--- src/design/fns_regs.svh ---
`ifndef FNS_REGS_SVH
`define FNS_REGS_SVH

`define FNS_AW 5
`define FNS_DW 8

`define FNS_ADDR_FRAC0 5'h00
`define FNS_ADDR_FRAC1 5'h01
`define FNS_ADDR_FRAC2 5'h02
`define FNS_ADDR_FRAC3 5'h03
`define FNS_ADDR_REFEN 5'h05
`define FNS_ADDR_INTLO 5'h06
`define FNS_ADDR_INTHI 5'h07
`define FNS_ADDR_HALVE 5'h0A
`define FNS_ADDR_CALCTL 5'h18
`define FNS_ADDR_CALTIME 5'h19
`define FNS_ADDR_BAND 5'h1B
`define FNS_ADDR_OUTDIV 5'h1C
`define FNS_ADDR_REFCFG 5'h1D
`define FNS_ADDR_POWER 5'h1E
`define FNS_ADDR_STATUS 5'h1F

`define FNS_BIT_REFEN 4
`define FNS_BIT_HALVE 6
`define FNS_BIT_CALBYP 0
`define FNS_BIT_BAND 4
`define FNS_BIT_DOUBLER 5
`define FNS_BIT_PDOWN 0

`define FNS_RST_CALTIME 8'h64
`define FNS_RST_REFRATIO 5'h01
`define FNS_RST_OUTDIV 3'h0

`define FNS_FRACTIONAL_DIVIDE_WORD_BITS 25
`define FNS_INT_MIN 12'h017
`define FNS_INT_MAX 12'hFFF
`define FNS_CAL_MULT 16'h001C
`define FNS_OUTDIV_MAX 3'h4
`define FNS_QUAD_BASE 6'h02
`define FNS_REF_FULL 8'h20
`define FNS_BAND_COUNT 18'h00030
`define FNS_BAND_SHIFT 12

`define FNS_SETTLE_US 170
`define FNS_NS_PER_US 1000
`define FNS_CLK_PERIOD_NS 25

`endif

--- src/design/fns_pkg.sv ---
package fns_pkg;
    typedef enum logic [1:0] {
        FNS_IDLE,
        FNS_CAL,
        FNS_ACQ,
        FNS_LOCK
    } fns_state_e;
endpackage

--- src/design/fns_ref_div.sv ---
`timescale 1ns/10ps
`include "fns_regs.svh"

module fns_ref_div (
    input wire logic clk,
    input wire logic rst_n,
    input wire logic enable,
    input wire logic doubler,
    input wire logic halve,
    input wire logic [4:0] ratio,
    output logic pfd_tick
);
    logic [7:0] acc_q;
    logic [7:0] acc_d;
    logic tick_d;
    logic [7:0] r_eff;
    logic [7:0] term;
    logic [7:0] sum;
    logic [7:0] rem;

    always_comb begin
        r_eff = (ratio == 5'h00) ? `FNS_REF_FULL : {3'h0, ratio};
        // Bypass drops both the 5-bit divider and the halving stage.
        term = enable ? (halve ? (r_eff << 1) : r_eff) : 8'h01;
        sum = acc_q + (doubler ? 8'h02 : 8'h01);
        rem = sum - term;
        tick_d = 1'b0;
        acc_d = sum;
        if (sum >= term) begin
            tick_d = 1'b1;
            acc_d = (rem >= term) ? 8'h00 : rem;
        end
    end

    always_ff @(posedge clk or negedge rst_n) begin
        if (!rst_n) begin
            acc_q <= 8'h00;
            pfd_tick <= 1'b0;
        end else begin
            acc_q <= acc_d;
            pfd_tick <= tick_d;
        end
    end
endmodule

--- src/design/fns_ctrl.sv ---
// The address map and the address-and-strobe port were chosen for this implementation.
`timescale 1ns/10ps
`include "fns_regs.svh"

module fns_ctrl #(
    parameter int unsigned SETTLE_CYCLES =
        `FNS_SETTLE_US * `FNS_NS_PER_US / `FNS_CLK_PERIOD_NS
) (
    input wire logic clk,
    input wire logic rst_n,
    input wire logic [`FNS_AW-1:0] addr,
    input wire logic [`FNS_DW-1:0] wdata,
    input wire logic wr_en,
    input wire logic rd_en,
    output logic [`FNS_DW-1:0] rdata_q,
    input wire logic freq_locked,
    output logic pfd_tick,
    output logic [12:0] fb_ratio_q,
    output logic ratio_valid_q,
    output logic [2:0] output_divider_select_q,
    output logic [5:0] lo_div_ratio_q,
    output logic out_div_valid_q,
    output logic band_flag_q,
    output logic lock_indicator_q,
    output logic tuning_to_ref_q,
    output logic [1:0] osc_sel_q,
    output logic [3:0] band_sel_q,
    output logic ref_series_closed_q,
    output logic reference_shunt_switch_q
);
    function automatic logic int_in_range(input logic [11:0] v);
        return (v >= `FNS_INT_MIN) && (v <= `FNS_INT_MAX);
    endfunction
    function automatic logic div_code_ok(input logic [2:0] c);
        return c <= `FNS_OUTDIV_MAX;
    endfunction

    logic [`FNS_FRACTIONAL_DIVIDE_WORD_BITS-1:0] fractional_divide_word_q, fractional_divide_word_d;
    logic [11:0] int_q, int_d;
    logic refen_q, refen_d, halve_q, halve_d, doubler_q, doubler_d;
    logic [4:0] ref_ratio_q, ref_ratio_d;
    logic cal_bypass_q, cal_bypass_d, band_flag_d, pdown_q, pdown_d, start;
    logic [7:0] calibration_time_divider_q, caltime_d;
    logic [2:0] outdiv_d;
    assign start = wr_en && (addr == `FNS_ADDR_FRAC0);

    always_comb begin
        fractional_divide_word_d = fractional_divide_word_q;
        int_d = int_q;
        refen_d = refen_q;
        halve_d = halve_q;
        doubler_d = doubler_q;
        ref_ratio_d = ref_ratio_q;
        cal_bypass_d = cal_bypass_q;
        caltime_d = calibration_time_divider_q;
        band_flag_d = band_flag_q;
        outdiv_d = output_divider_select_q;
        pdown_d = pdown_q;
        if (wr_en) begin
            case (addr)
                `FNS_ADDR_FRAC0: fractional_divide_word_d[7:0] = wdata;
                `FNS_ADDR_FRAC1: fractional_divide_word_d[15:8] = wdata;
                `FNS_ADDR_FRAC2: fractional_divide_word_d[23:16] = wdata;
                `FNS_ADDR_FRAC3: fractional_divide_word_d[24] = wdata[0];
                `FNS_ADDR_INTLO: int_d[7:0] = wdata;
                `FNS_ADDR_INTHI: int_d[11:8] = wdata[3:0];
                `FNS_ADDR_REFEN: refen_d = wdata[`FNS_BIT_REFEN];
                `FNS_ADDR_HALVE: halve_d = wdata[`FNS_BIT_HALVE];
                `FNS_ADDR_REFCFG: begin
                    ref_ratio_d = wdata[4:0];
                    doubler_d = wdata[`FNS_BIT_DOUBLER];
                end
                `FNS_ADDR_CALCTL: cal_bypass_d = wdata[`FNS_BIT_CALBYP];
                `FNS_ADDR_CALTIME: caltime_d = wdata;
                `FNS_ADDR_BAND: band_flag_d = wdata[`FNS_BIT_BAND];
                `FNS_ADDR_OUTDIV: outdiv_d = wdata[2:0];
                `FNS_ADDR_POWER: pdown_d = wdata[`FNS_BIT_PDOWN];
                default: ;
            endcase
        end
    end

    always_ff @(posedge clk or negedge rst_n) begin
        if (!rst_n) begin
            fractional_divide_word_q <= '0;
            int_q <= 12'h000;
            refen_q <= 1'b0;
            halve_q <= 1'b0;
            doubler_q <= 1'b0;
            ref_ratio_q <= `FNS_RST_REFRATIO;
            cal_bypass_q <= 1'b0;
            calibration_time_divider_q <= `FNS_RST_CALTIME;
            band_flag_q <= 1'b0;
            output_divider_select_q <= `FNS_RST_OUTDIV;
            pdown_q <= 1'b0;
        end else begin
            fractional_divide_word_q <= fractional_divide_word_d;
            int_q <= int_d;
            refen_q <= refen_d;
            halve_q <= halve_d;
            doubler_q <= doubler_d;
            ref_ratio_q <= ref_ratio_d;
            cal_bypass_q <= cal_bypass_d;
            calibration_time_divider_q <= caltime_d;
            band_flag_q <= band_flag_d;
            output_divider_select_q <= outdiv_d;
            pdown_q <= pdown_d;
        end
    end

    fns_ref_div u_ref_div (
        .clk(clk),
        .rst_n(rst_n),
        .enable(refen_q),
        .doubler(doubler_q),
        .halve(halve_q),
        .ratio(ref_ratio_q),
        .pfd_tick(pfd_tick)
    );

    fns_pkg::fns_state_e state_q, state_d;
    logic [15:0] cal_cnt_q, cal_cnt_d, cal_load;
    logic [31:0] settle_q, settle_d;
    logic overtime_q, overtime_d;
    logic [1:0] osc_d;
    logic [3:0] band_d;
    logic [17:0] band_idx;
    logic [`FNS_FRACTIONAL_DIVIDE_WORD_BITS-1:0] fractional_divide_word_acc_q, fractional_divide_word_acc_d;
    logic [`FNS_FRACTIONAL_DIVIDE_WORD_BITS:0] fractional_divide_word_sum;
    logic [12:0] fb_ratio_d;
    logic [5:0] lo_ratio_d;
    logic [`FNS_DW-1:0] rdata_d;

    always_comb begin
        cal_load = {8'h00, calibration_time_divider_q} * `FNS_CAL_MULT;
        band_idx = ({6'h00, int_q} * `FNS_BAND_COUNT) >> `FNS_BAND_SHIFT;
        state_d = state_q;
        cal_cnt_d = cal_cnt_q;
        settle_d = settle_q;
        overtime_d = overtime_q;
        osc_d = osc_sel_q;
        band_d = band_sel_q;
        if (start) begin
            // A restart from any state drops lock and recalibrates, or goes straight to FNS_ACQ when cal_bypass_q is set.
            settle_d = '0;
            overtime_d = 1'b0;
            if (cal_bypass_q) begin
                state_d = fns_pkg::FNS_ACQ;
            end else begin
                state_d = fns_pkg::FNS_CAL;
                cal_cnt_d = cal_load;
                osc_d = band_idx[5:4];
                band_d = band_idx[3:0];
            end
        end else begin
            unique case (state_q)
                fns_pkg::FNS_IDLE: ;
                fns_pkg::FNS_CAL: begin
                    if (pfd_tick) begin
                        if (cal_cnt_q <= 16'h0001) begin
                            state_d = fns_pkg::FNS_ACQ;
                        end else begin
                            cal_cnt_d = cal_cnt_q - 16'h0001;
                        end
                    end
                end
                fns_pkg::FNS_ACQ: begin
                    if (freq_locked) begin
                        state_d = fns_pkg::FNS_LOCK;
                    end else if (settle_q < SETTLE_CYCLES) begin
                        settle_d = settle_q + 32'h1;
                    end else begin
                        overtime_d = 1'b1;
                    end
                end
                fns_pkg::FNS_LOCK: ;
            endcase
        end
    end

    always_ff @(posedge clk or negedge rst_n) begin
        if (!rst_n) begin
            state_q <= fns_pkg::FNS_IDLE;
            cal_cnt_q <= 16'h0000;
            settle_q <= '0;
            overtime_q <= 1'b0;
            osc_sel_q <= 2'h0;
            band_sel_q <= 4'h0;
            lock_indicator_q <= 1'b0;
            tuning_to_ref_q <= 1'b0;
        end else begin
            state_q <= state_d;
            cal_cnt_q <= cal_cnt_d;
            settle_q <= settle_d;
            overtime_q <= overtime_d;
            osc_sel_q <= osc_d;
            band_sel_q <= band_d;
            lock_indicator_q <= (state_d == fns_pkg::FNS_LOCK);
            tuning_to_ref_q <= (state_d == fns_pkg::FNS_CAL);
        end
    end

    always_comb begin
        fractional_divide_word_sum = {1'b0, fractional_divide_word_acc_q} + {1'b0, fractional_divide_word_q};
        fractional_divide_word_acc_d = fractional_divide_word_acc_q;
        fb_ratio_d = fb_ratio_q;
        if (start) begin
            fractional_divide_word_acc_d = '0;
        end else if (pfd_tick) begin
            // Modulus overflow adds one to the next feedback count.
            fractional_divide_word_acc_d = fractional_divide_word_sum[`FNS_FRACTIONAL_DIVIDE_WORD_BITS-1:0];
            fb_ratio_d = {1'b0, int_q} + {12'h000, fractional_divide_word_sum[`FNS_FRACTIONAL_DIVIDE_WORD_BITS]};
        end
        lo_ratio_d = div_code_ok(output_divider_select_q) ?
            (`FNS_QUAD_BASE << output_divider_select_q) : 6'h00;
        rdata_d = '0;
        if (rd_en) begin
            case (addr)
                `FNS_ADDR_FRAC0: rdata_d = fractional_divide_word_q[7:0];
                `FNS_ADDR_FRAC1: rdata_d = fractional_divide_word_q[15:8];
                `FNS_ADDR_FRAC2: rdata_d = fractional_divide_word_q[23:16];
                `FNS_ADDR_FRAC3: rdata_d = {7'h00, fractional_divide_word_q[24]};
                `FNS_ADDR_INTLO: rdata_d = int_q[7:0];
                `FNS_ADDR_INTHI: rdata_d = {4'h0, int_q[11:8]};
                `FNS_ADDR_REFEN: rdata_d[`FNS_BIT_REFEN] = refen_q;
                `FNS_ADDR_HALVE: rdata_d[`FNS_BIT_HALVE] = halve_q;
                `FNS_ADDR_REFCFG: begin
                    rdata_d[4:0] = ref_ratio_q;
                    rdata_d[`FNS_BIT_DOUBLER] = doubler_q;
                end
                `FNS_ADDR_CALCTL: rdata_d[`FNS_BIT_CALBYP] = cal_bypass_q;
                `FNS_ADDR_CALTIME: rdata_d = calibration_time_divider_q;
                `FNS_ADDR_BAND: rdata_d[`FNS_BIT_BAND] = band_flag_q;
                `FNS_ADDR_OUTDIV: rdata_d = {5'h00, output_divider_select_q};
                `FNS_ADDR_POWER: rdata_d[`FNS_BIT_PDOWN] = pdown_q;
                `FNS_ADDR_STATUS: rdata_d = {2'h0, osc_sel_q, ratio_valid_q,
                    overtime_q, tuning_to_ref_q, lock_indicator_q};
                default: ;
            endcase
        end
    end

    always_ff @(posedge clk or negedge rst_n) begin
        if (!rst_n) begin
            fractional_divide_word_acc_q <= '0;
            fb_ratio_q <= 13'h0000;
            ratio_valid_q <= 1'b0;
            lo_div_ratio_q <= 6'h00;
            out_div_valid_q <= 1'b0;
            rdata_q <= '0;
            ref_series_closed_q <= 1'b1;
            reference_shunt_switch_q <= 1'b0;
        end else begin
            fractional_divide_word_acc_q <= fractional_divide_word_acc_d;
            fb_ratio_q <= fb_ratio_d;
            ratio_valid_q <= int_in_range(int_q);
            lo_div_ratio_q <= lo_ratio_d;
            out_div_valid_q <= div_code_ok(output_divider_select_q);
            rdata_q <= rdata_d;
            ref_series_closed_q <= !pdown_q;
            reference_shunt_switch_q <= pdown_q;
        end
    end

    logic [15:0] chk_ticks_q, chk_expect_q;
    always_ff @(posedge clk or negedge rst_n) begin
        if (!rst_n) begin
            chk_ticks_q <= 16'h0000;
            chk_expect_q <= 16'h0001;
        end else if (start) begin
            chk_ticks_q <= 16'h0000;
            chk_expect_q <= (cal_load == 16'h0000) ? 16'h0001 : cal_load;
        end else if (state_q == fns_pkg::FNS_CAL && pfd_tick) begin
            chk_ticks_q <= chk_ticks_q + 16'h0001;
        end
    end
endmodule

--- config.mk ---
export PLATFORM = sky130hd
export DESIGN_NAME = fns_ctrl
export DESIGN_NICKNAME = d
export VERILOG_FILES = /design/src/design/fns_pkg.sv /design/src/design/fns_ref_div.sv /design/src/design/fns_ctrl.sv
export VERILOG_INCLUDE_DIRS = /design/src /design/src/design
export SDC_FILE = /design/constraint.sdc
export NUM_CORES = 1
export LEC_CHECK = 0
export BUFFER_PORTS_ARGS = -buffer_cell sky130_fd_sc_hd__buf_2
export CORE_MARGIN = 3
export CORE_UTILIZATION = 60
export CTS_CLUSTER_DIAMETER = 30
export DETAILED_ROUTE_END_ITERATION = 12
export PLACE_DENSITY = 0.79
export SLEW_MARGIN = 30
export SYNTH_ARGS = -nofsm -noshare
export SYNTH_HDL_FRONTEND = slang
export SYNTH_SLANG_ARGS = --single-unit
--- constraint.sdc ---
create_clock -name clk -period 4.05 [get_ports clk]
set_input_delay 0.405 -clock clk [delete_from_list [all_inputs] [get_ports clk]]
set_output_delay 0.405 -clock clk [all_outputs]
set_load 0.03 [all_outputs]
==> run_results.csv, run 1 <==
group,metric,value,unit
yosys,synth-async-reset-ratio,100,%
timing,slew_violations,0,
place,io_buffers,60,
floorplan,fp.coreArea,17500,um^2
setup_path,path_class,"flop to flop",
place,dp_hpwl,18.5,mm
yosys,synth_cell_types,71,
detailed_routing,vias_per_cell,6.07,
yosys,synthCells,1114,
outcome,status,"finished clean",
job,cap_violations,0,
final_layout,final_util,68.7,%
setup_path,critPathTopFamily,"adder cells",
timing,hold_violations,0,
pwr,leakage,5.71,nW
pwr,switching_share,40.0,%
global_routing,grt_pass1_wl,42.2,mm
yosys,synth_edf_count,0,
pwr,p_seq_share,33.5,%
yosys,synth_area,10800,um^2
setup_path,worstSetupStartpointType,"flop",
pwr,internal_power,4.88,mW
detailed_routing,drcViolationCount,0,
timing,fin_crit,3.70,ns
detailed_routing,drt-pass1-iter-count,7,
setup_path,crit_path_end_kind,"flop",
timing,skew,0.0137,ns
timing,post-route-period-util,91.2,%
timing,setup_tns,0,ns
final_layout,drive_above_1_share,15.1,%
clocking,root_buffer,"clkbuf_16",
floorplan,initial_core_util,62.0,%
floorplan,core.rowCount,48,
setup_path,cpMostUsedCell,"ha_1",
place,gp_congestion,0.976,
place,dp_cells,1370,
pwr,switching_power,3.26,mW
pwr,clkPwrFrac,22.7,%
setup_path,arrival,4.06,ns
clocking,cts.sinks,182,
global_routing,overflow,0,
final_layout,antenna_cells,0,
clocking,cts.clk_slew.worst_paths,0.08,ns
yosys,ys.flop_type,"dfrtp_1",
pwr,pwr-share-comb,43.8,%
global_routing,grt_max_degree,108,
detailed_routing,vias,8514,
final_layout,final_cell_count_no_fill,1402,
setup_path,crit_fanout,4,
floorplan,ios,62,
clocking,ctsHtreeMaxLevel,4,
yosys,ys_seq_area_share,42.1,%
pwr,power.density,678,nW/um^2
clocking,cts_tree,"yes",
detailed_routing,routed_wl,25.9,mm
setup_path,cp.required,4.41,ns
setup_path,timing.critical_path.buf_inv,2,
setup_path,path_cells,"inv_1 -> ha_1 -> inv_1 -> fa_1 -> xnor2_1 -> ha_1 -> o21ai_1 -> a21boi_0 -> o21ai_1 -> nor2b_1 -> xnor2_1 -> ha_1 -> a21o_1 -> a21oi_1 -> and3_1 -> a22o_1",
detailed_routing,detail-route-antenna-nets,0,
place,dpl_cell_area,11300,um^2
timing,setup_violations,0,
final_layout,finalInstanceArea,12000,um^2
yosys,yosysWarnings,0,
hold_path,hold_path_class,"primary input to asynchronous set/reset pin",
final_layout,layout.nets,1271,
timing,slew_headroom,45.3,%
global_routing,grtUsageTotal,26.6,%
floorplan,dieArea,19700,um^2
timing,rsz0062_at_grt,"no",
setup_path,slowest_stage,"fa_1",
timing,worst_pin_slew,0.821,ns
clocking,clk_latency,0.43,ns
final_layout,area_growth,10.9,%
detailed_routing,wl_per_cell,18.4,um
pwr,ir_drop,0.500,mV
global_routing,grt_pass1_vias,8304,
floorplan,fp.dieW,140,um
floorplan,die-height,140,um
yosys,ys_ff_latch,182,
setup_path,critPathMaxStageDelay,0.45,ns
clocking,numCtsBuffers,17,
yosys,synth_area_per_cell,9.72,um^2
clocking,cts_buffer_depth,2,
detailed_routing,drtIter0Drc,638,
timing,max_freq,271,MHz
clocking,cts_hold_buf,0,
global_routing,antenna_found_initial,0,
stage by stage:
| step | worst slack (ns) | hold WS (ns) | power (mW) |
|---|---|---|---|
| final | 0.355 | 0.0754 | 8.14 |
| after global routing | 0.0481 | 0.137 | 8.71 |
| after CTS | 0.289 | 0.106 | 8.13 |
| after detailed placement | 0.310 | 0.445 | 6.25 |
| after global placement | 0.464 | 0.433 | 6.13 |
| after floorplan | 0.582 | 0.109 | 5.35 |
area by class of cell:
type / count / area [um^2]
well taps: 225 / 282
flip-flops and latches: 182 / 4560
inverters: 44 / 165
repair buffers: 67 / 374
clock buffers: 19 / 443
clock inverters: 13 / 216
fillers: 1331 / 5470
multi-input cells: 852 / 5970
placed cells by master (no fill, tap or decap), types with 22 or more instances in the layout:
master,n
nand3_1,26
dfrtp_1,177
xnor2_1,39
o21ai_0,83
nor3_1,22
mux2_2,55
nor2_1,85
inv_1,43
ha_1,78
and2_1,23
nand2_1,130
buf_2,59
a21oi_1,67
mux2i_1,23
worst paths after layout:
check	start	to	slack, ns	cells after the start
max in group asynchronous	rst_n	ref_series_closed_q$_DFF_PN1_	3.02	2
worst max register to register	doubler_q$_DFFE_PN0P_	u_ref_div.acc_q[4]$_DFF_PN0_	0.35	16
worst min register to register	pdown_q$_DFFE_PN0P_	reference_shunt_switch_q$_DFF_PN0_	0.46	0
worst min-delay path	rst_n	cal_cnt_q[14]$_DFFE_PN0P_	0.08	1
min in group clk	wdata[7]	fractional_divide_word_q[7]$_DFFE_PN0P_	0.29	3
worst max-delay path	doubler_q$_DFFE_PN0P_	u_ref_div.acc_q[4]$_DFF_PN0_	0.35	16
registers in the layout, summed over array words and instances (netlist names), 2 cells and up:
signal                        cells
osc_sel_q                         2
ref_ratio_q                       5
int_q                            12
output_divider_select_q           3
band_sel_q                        4
cal_cnt_q                        16
fb_ratio_q                       13
rdata_q                           8
calibration_time_divider_q        8
state_q                           2
lo_div_ratio_q                    5
u_ref_div.acc_q                   8
fractional_divide_word_acc_q     25
settle_q                         32
fractional_divide_word_q         25
cells by family (layout without fill, tap and decap cells):
| group | after synthesis | in the layout | synth area share [%] |
|---|---|---|---|
| XOR/XNOR | 59 | 59 | 4.77 |
| AO/OA/AOI/OAI | 253 | 253 | 14.8 |
| flip-flops | 182 | 182 | 42.1 |
| adder cells (fa/ha/maj) | 89 | 89 | 11.0 |
| buffers and inverters | 81 | 143 | 2.86 |
| other | 1 | 2 | 0.0346 |
| multiplexers | 78 | 78 | 7.84 |
| AND/OR/NAND/NOR | 371 | 371 | 16.6 |
power by group through the flow:
stage / sequential (mW) / combinational [mW] / clock, mW
final: 2.72 / 3.57 / 1.85
after global routing: 2.78 / 3.99 / 1.95
after CTS: 2.71 / 3.54 / 1.87
after detailed placement: 2.75 / 3.50 / 0
after global placement: 2.72 / 3.40 / 0
after floorplan: 2.83 / 2.52 / 0
per-layer routing:
metal	GRT usage, %	part of all wire, %
met4	7.70	2.5
met5	0	0
met2	44.0	47
met3	4.88	5.7
met1	36.2	45
synthesized netlist by cell type (26+ instances only):
cell / instances / area [um^2]
dfrtp_1: 177 / 4430
a21oi_1: 67 / 335
o21ai_0: 85 / 425
nor2_1: 85 / 319
mux2_2: 55 / 619
clkbuf_1: 28 / 105
nand3_1: 26 / 130
ha_1: 78 / 976
inv_1: 43 / 161
xnor2_1: 39 / 342
nand2_1: 131 / 492
timing repair:
item,in CTS,in global routing
endpoints found under the hold margin,0,0
endpoints found under the setup margin,0,6
resized for setup,0,2
setup buffers,0,0
Power figures use the tool's default switching activity.
==> inputs of run 2 (changes only) <==
CORE_ASPECT_RATIO = 1.2   (was not set)
==> run 2 against run 1 <==
Effect of this change: setup slack got worse by 0.018 ns; design area decreased by 0.42%; routed wire length decreased by 1.3%.
==> run_results.csv, run 2 (synthesis gave the netlist of run 1 again) <==
group,metric,value,unit
outcome,status,"finished clean",
detailed_routing,vias,8548,
timing,worst_pin_slew,0.872,ns
timing,layout_setup_ws,0.337,ns
floorplan,initial_core_util,61.4,%
global_routing,met1_usage,33.7,%
final_layout,final_cell_mix,"dfrtp_1, nand2_1, nor2_1",
place,dpl_cell_area,11400,um^2
timing,post-route-period-util,91.7,%
final_layout,largest_reg_flops,32,
global_routing,grt_pass1_vias,8658,
setup_path,rr_worst_depth,17,
detailed_routing,drtIter0Drc,608,
timing,slew_headroom,41.9,%
setup_path,crit_fanout,4,
pwr,pwr-share-comb,44.9,%
setup_path,critPathMaxStageDelay,0.48,ns
setup_path,crit_path_end_kind,"flop",
floorplan,die-height,153,um
detailed_routing,vias_per_cell,6.10,
global_routing,gr-usage-met3,5.31,%
floorplan,ios,62,
global_routing,globalRoute.busiestLayer,"met2",
timing,setup_tns,0,ns
pwr,leakage,5.68,nW
place,io_buffers,60,
pwr,p_seq_share,34.2,%
final_layout,n_fill_cell,1352,
clocking,ctsHtreeMaxLevel,4,
pwr,switching_share,40.9,%
floorplan,dieArea,19700,um^2
setup_path,cp.required,4.42,ns
setup_path,slowest_stage,"fa_1",
detailed_routing,drcViolationCount,0,
floorplan,core.rowCount,53,
pwr,ir_drop,0.319,mV
clocking,clk_latency,0.43,ns
global_routing,grt_max_degree,120,
global_routing,overflow,0,
hold_path,hold_path_class,"primary input to asynchronous set/reset pin",
pwr,power.density,665,nW/um^2
setup_path,arrival,4.08,ns
detailed_routing,wl_per_cell,18.2,um
final_layout,mostFrequentLayoutCell,"dfrtp_1",
place,place_ws,0.135,ns
final_layout,drive_above_1_share,15.4,%
global_routing,grtUsageTotal,26.6,%
global_routing,grt_util_met2,43.4,%
detailed_routing,routed_wl,25.5,mm
global_routing,antenna_found_initial,2,
timing,slew_violations,0,
timing,hold_violations,0,
floorplan,fp.coreArea,17600,um^2
clocking,cts.clk_slew.worst_paths,0.07,ns
place,dp_hpwl,18.2,mm
setup_path,r2r-end,"u_ref_div.acc_q[1]$_DFF_PN0_",
setup_path,path_cells,"inv_1 -> ha_1 -> inv_1 -> fa_1 -> inv_1 -> ha_1 -> nor2b_1 -> o21ai_1 -> a21boi_1 -> o21ai_1 -> nor2b_2 -> xnor2_1 -> ha_1 -> a21o_1 -> a21oi_2 -> and3_2 -> a22o_1",
clocking,cts_buffer_depth,2,
final_layout,area_growth,10.4,%
final_layout,layout.nets,1273,
setup_path,path_class,"flop to flop",
timing,max_freq,269,MHz
pwr,switching_power,3.25,mW
setup_path,worstSetupStartpointType,"flop",
final_layout,finalInstanceArea,12000,um^2
floorplan,fp.dieW,129,um
detailed_routing,drt-pass1-iter-count,5,
clocking,numCtsBuffers,17,
setup_path,rrSetupSlack,0.34,ns
pwr,internal_power,4.70,mW
final_layout,largest-register,"settle_q",
setup_path,r2r-start,"doubler_q$_DFFE_PN0P_",
clocking,cts.sinks,182,
pwr,clkPwrFrac,20.9,%
timing,rsz0062_at_grt,"no",
timing,skew,0.00801,ns
timing,setup_violations,0,
final_layout,largest_registers,"settle_q (32), fractional_divide_word_acc_q (25), fractional_divide_word_q (25)",
detailed_routing,detail-route-antenna-nets,0,
clocking,cts_tree,"yes",
clocking,root_buffer,"clkbuf_16",
timing,fin_crit,3.71,ns
global_routing,grt_pass1_wl,42.2,mm
place,gp_congestion,0.939,
clocking,cts_hold_buf,0,
job,cap_violations,0,
## run 2: cell types whose count changed in the layout (fill, tap and decap cells not counted), sizes merged
| cell | delta |
|---|---|
| clkinvlp | +2 |
| inv | -1 |
| bufinv | -3 |
| diode | +2 |
| clkinv | +2 |
| buf | +3 |
| clkbuf | -1 |
## run 2: stage by stage
step	hold slack (ns)	total power [mW]	utilization, %	std cells
2_1_floorplan	0.109	5.35	-	1115
4_1_cts	0.142	7.93	67.7	1399
5_1_grt	0.117	8.55	67.8	1401
6_report	0.0556	7.95	67.8	1401
3_5_place_dp	0.450	6.23	64.4	1367
3_3_place_gp	0.433	6.12	64.4	1367
## run 2: what timing repair did
action	in CTS	in global routing
buffers inserted	0	0
endpoints found under the setup margin	0	7
gates resized for setup	0	6
## run 2: routing by layer
layer / part of all wire, % / up-vias / routed length, um
li1: - / 4070 / -
met3: 5.3 / 72 / 1360
met5: 0 / - / 0
met1: 41 / 4145 / 10600
met2: 50 / 261 / 12700
met4: 3.6 / 0 / 919
## run 2: cell type report
cell class                 count  area (um^2)  area share [%]
clock buffer                  19          443            3.70
tap                          220          275            2.30
multi-input combinational    852         5970            49.9
antenna                        2         5.00          0.0419
inverter                      44          165            1.38
timing repair buffer          69          390            3.26
clock inverter                13          146            1.22
sequential                   182         4560            38.1
## run 2: power groups by stage
| stage | clock network (mW) | registers (mW) | logic, mW |
|---|---|---|---|
| 2_1_floorplan | 0 | 2.83 | 2.52 |
| 3_3_place_gp | 0 | 2.72 | 3.40 |
| 3_5_place_dp | 0 | 2.74 | 3.49 |
| 4_1_cts | 1.68 | 2.71 | 3.54 |
| 5_1_grt | 1.76 | 2.77 | 4.02 |
| 6_report | 1.66 | 2.71 | 3.57 |
## run 2: how the worst max path moves through the flow
stage               cells after the start                  start                           end  slack (ns)
global placement                       17  doubler_q$_DFFE_PN0P_  u_ref_div.acc_q[1]$_DFF_PN0_        0.27
global route                           17  doubler_q$_DFFE_PN0P_  u_ref_div.acc_q[3]$_DFF_PN0_        0.07
floorplan                              17  doubler_q$_DFFE_PN0P_  u_ref_div.acc_q[2]$_DFF_PN0_        0.58
CTS                                    17  doubler_q$_DFFE_PN0P_  u_ref_div.acc_q[1]$_DFF_PN0_        0.09
finish                                 17  doubler_q$_DFFE_PN0P_  u_ref_div.acc_q[1]$_DFF_PN0_        0.34
detailed placement                     17  doubler_q$_DFFE_PN0P_  u_ref_div.acc_q[1]$_DFF_PN0_        0.13
## run 2: worst max-delay path: cells and delay by family (launching register included)
kind,cells,cell delay (ns)
AND/OR/NAND/NOR,3,0.59
buffers and inverters,3,0.26
adder cells (fa/ha/maj),4,1.25
AO/OA/AOI/OAI,6,0.99
XOR/XNOR,1,0.16
flip-flops,1,0.42
==> inputs of run 3 (changes only) <==
ABC_AREA = 1   (was not set)
PLACE_DENSITY = 0.78   (was 0.79)
==> run 3 against run 2 <==
Effect of this change: total power is 1.5% lower; sequential share of layout area shrank 1.9 points; register-to-register slack gained 0.26 ns; via count rose by 19%; first-iteration DRC count increased by 24%; global-route usage is 2.6 points higher; synthesized area up 5.7%; non-clock buffer count shrank 2; largest cell class unchanged.
==> run_results.csv, run 3 <==
group,metric,value,unit
outcome,status,"finished clean",
setup_path,startpoint,"doubler_q$_DFFE_PN0P_",
timing,setup_violations,0,
clocking,cts.clk_slew.worst_paths,0.07,ns
yosys,synth_area,11400,um^2
floorplan,fp.dieW,132,um
clocking,ctsHtreeMaxLevel,4,
setup_path,cpMostUsedCell,"inv_1",
yosys,ys_top_cells_by_count,"nand2_1, inv_1, dfrtp_1, o21ai_0, nor2_1",
pwr,switching_power,3.48,mW
pwr,switching_share,44.5,%
yosys,synth_area_per_cell,7.69,um^2
timing,worst_pin_slew,0.841,ns
place,dpl_cell_area,12000,um^2
detailed_routing,drcViolationCount,0,
pwr,leakage,6.42,nW
final_layout,finalInstanceArea,12600,um^2
detailed_routing,drtIter0Drc,753,
timing,slew_violations,0,
final_layout,final_cell_mix,"nand2_1, inv_1, dfrtp_1",
job,cap_violations,0,
clocking,cts_hold_buf,0,
clocking,cts.sinks,182,
clocking,cts_setup_buffers,0,
setup_path,worstSetupStartpointType,"flop",
final_layout,area_growth,9.84,%
setup_path,slowest_stage,"dfrtp_1",
final_layout,antenna_cells,0,
place,dp_hpwl,22.0,mm
pwr,clkPwrFrac,21.1,%
pwr,internal_power,4.35,mW
pwr,pwr-share-comb,44.2,%
timing,rsz0062_at_grt,"no",
yosys,synth_edf_count,0,
setup_path,critPathMaxStageDelay,0.40,ns
setup_path,timing.critical_path.buf_inv,7,
yosys,ys_ff_latch,182,
floorplan,fp.coreArea,18400,um^2
setup_path,r2r-start,"doubler_q$_DFFE_PN0P_",
timing,setup_tns,0,ns
yosys,ys.flop_type,"dfrtp_1",
yosys,synth_top_area_share,38.7,%
floorplan,core.rowCount,54,
floorplan,ios,62,
yosys,netlist_top_cells_area,"dfrtp_1, nand2_1, ha_1",
detailed_routing,vias_per_cell,5.62,
yosys,synthCells,1488,
setup_path,arrival,3.83,ns
timing,post-route-period-util,85.3,%
global_routing,grt_max_degree,104,
yosys,synth_cell_types,47,
setup_path,crit_path_end_kind,"flop",
global_routing,grtUsageTotal,29.2,%
pwr,power.density,623,nW/um^2
setup_path,critPathTopFamily,"adder cells",
clocking,cts_buffer_depth,2,
detailed_routing,vias,10200,
detailed_routing,detail-route-antenna-nets,0,
detailed_routing,drt-pass1-iter-count,5,
detailed_routing,routed_wl,29.3,mm
pwr,ir_drop,0.471,mV
final_layout,mostFrequentLayoutCell,"nand2_1",
yosys,synth-async-reset-ratio,100,%
setup_path,crit_fanout,7,
timing,slew_headroom,44.0,%
timing,max_freq,289,MHz
place,gp_congestion,0.968,
final_layout,drive_above_1_share,8.53,%
yosys,yosys.area.top_type,"dfrtp_1",
yosys,yosysWarnings,0,
setup_path,cp.required,4.43,ns
setup_path,path_cells,"inv_1 -> ha_1 -> inv_1 -> fa_1 -> nor2_1 -> nand2_1 -> xor2_1 -> inv_1 -> ha_1 -> nand2_1 -> inv_1 -> a21boi_0 -> nor2_1 -> inv_1 -> nand2_1 -> inv_1 -> ha_1 -> inv_1 -> nand2_1 -> nor2_1 -> nand3_1 -> nand2_1",
floorplan,initial_core_util,62.1,%
timing,hold_violations,0,
final_layout,layout.nets,1654,
global_routing,antenna_found_initial,1,
pwr,p_seq_share,34.7,%
place,io_buffers,60,
final_layout,final_util,68.2,%
setup_path,rrSetupSlack,0.60,ns
floorplan,die-height,157,um
final_layout,largest_reg_flops,32,
final_layout,largest_registers,"settle_q (32), fractional_divide_word_acc_q (25), fractional_divide_word_q (25)",
yosys,yosysMostFrequentCell,"nand2_1",
global_routing,overflow,0,
setup_path,path_class,"flop to flop",
timing,fin_crit,3.45,ns
clocking,numCtsBuffers,17,
detailed_routing,wl_per_cell,16.2,um
clocking,cts_tree,"yes",
hold_path,hold_path_class,"primary input to asynchronous set/reset pin",
yosys,ys_seq_area_share,39.8,%
timing,skew,0.0110,ns
clocking,clk_latency,0.44,ns
clocking,post_cts_resized,0,
clocking,root_buffer,"clkbuf_16",
final_layout,largest-register,"settle_q",
floorplan,dieArea,20800,um^2
global_routing,grt_pass1_wl,49.0,mm
global_routing,grt_pass1_vias,9838,
## run 3: changes by cell type after synthesis, sizes merged, moves of 23 or more
cell,delta
and2,-24
inv,+149
mux2,-55
mux2i,-23
nand2,+257
nand3,+63
nor2,+60
o21ai,+51
xnor2,-26
## run 3: cell families after synthesis
| logic type | after synthesis | share of synthesized area [%] |
|---|---|---|
| flip-flops | 182 | 39.8 |
| buffers and inverters | 221 | 7.73 |
| other | 1 | 0.0328 |
| XOR/XNOR | 51 | 3.90 |
| AO/OA/AOI/OAI | 269 | 13.2 |
| AND/OR/NAND/NOR | 675 | 24.8 |
| adder cells (fa/ha/maj) | 89 | 10.4 |
## run 3: layout make-up
class | count | area (um^2)
timing repair buffer | 67 | 362
tap | 252 | 315
sequential | 182 | 4560
inverter | 193 | 734
multi-input combinational | 1086 | 6010
fill | 1593 | 5870
clock buffer | 17 | 425
clock inverter | 15 | 168
## run 3: per-stage QoR
step                      hold WS, ns  power (mW)  worst slack [ns]  instances
final                          0.0346        7.83             0.595       1812
after global routing           0.0922        8.50             0.245       1812
after CTS                       0.110        7.83             0.596       1812
after detailed placement        0.401        6.17             0.635       1780
after global placement          0.390        6.05             0.750       1780
after floorplan                 0.109        5.27              1.02       1489
## run 3: metal layers
layer	wire length (um)	track usage, %	vias to the layer above
met2	13900	49.5	330
met4	706	9.30	2
met3	1720	5.40	53
met5	13	0	-
met1	13000	38.4	4826
li1	-	-	4972
## run 3: final timing paths
| kind | cells past startpoint | end |
|---|---|---|
| setup reg to reg | 22 | u_ref_div.acc_q[6]$_DFF_PN0_ |
| hold / removal | 1 | cal_cnt_q[14]$_DFFE_PN0P_ |
| setup / recovery | 22 | u_ref_div.acc_q[6]$_DFF_PN0_ |
| max in group asynchronous | 2 | fractional_divide_word_acc_q[21]$_DFFE_PN0P_ |
| hold reg to reg | 0 | reference_shunt_switch_q$_DFF_PN0_ |
| min in group clk | 3 | fractional_divide_word_q[1]$_DFFE_PN0P_ |
## run 3: power groups by stage
stage,combinational (mW),sequential (mW),clock [mW]
after floorplan,2.48,2.79,0
after global placement,3.33,2.73,0
after detailed placement,3.43,2.74,0
after CTS,3.46,2.71,1.66
after global routing,3.98,2.78,1.75
final,3.46,2.72,1.65
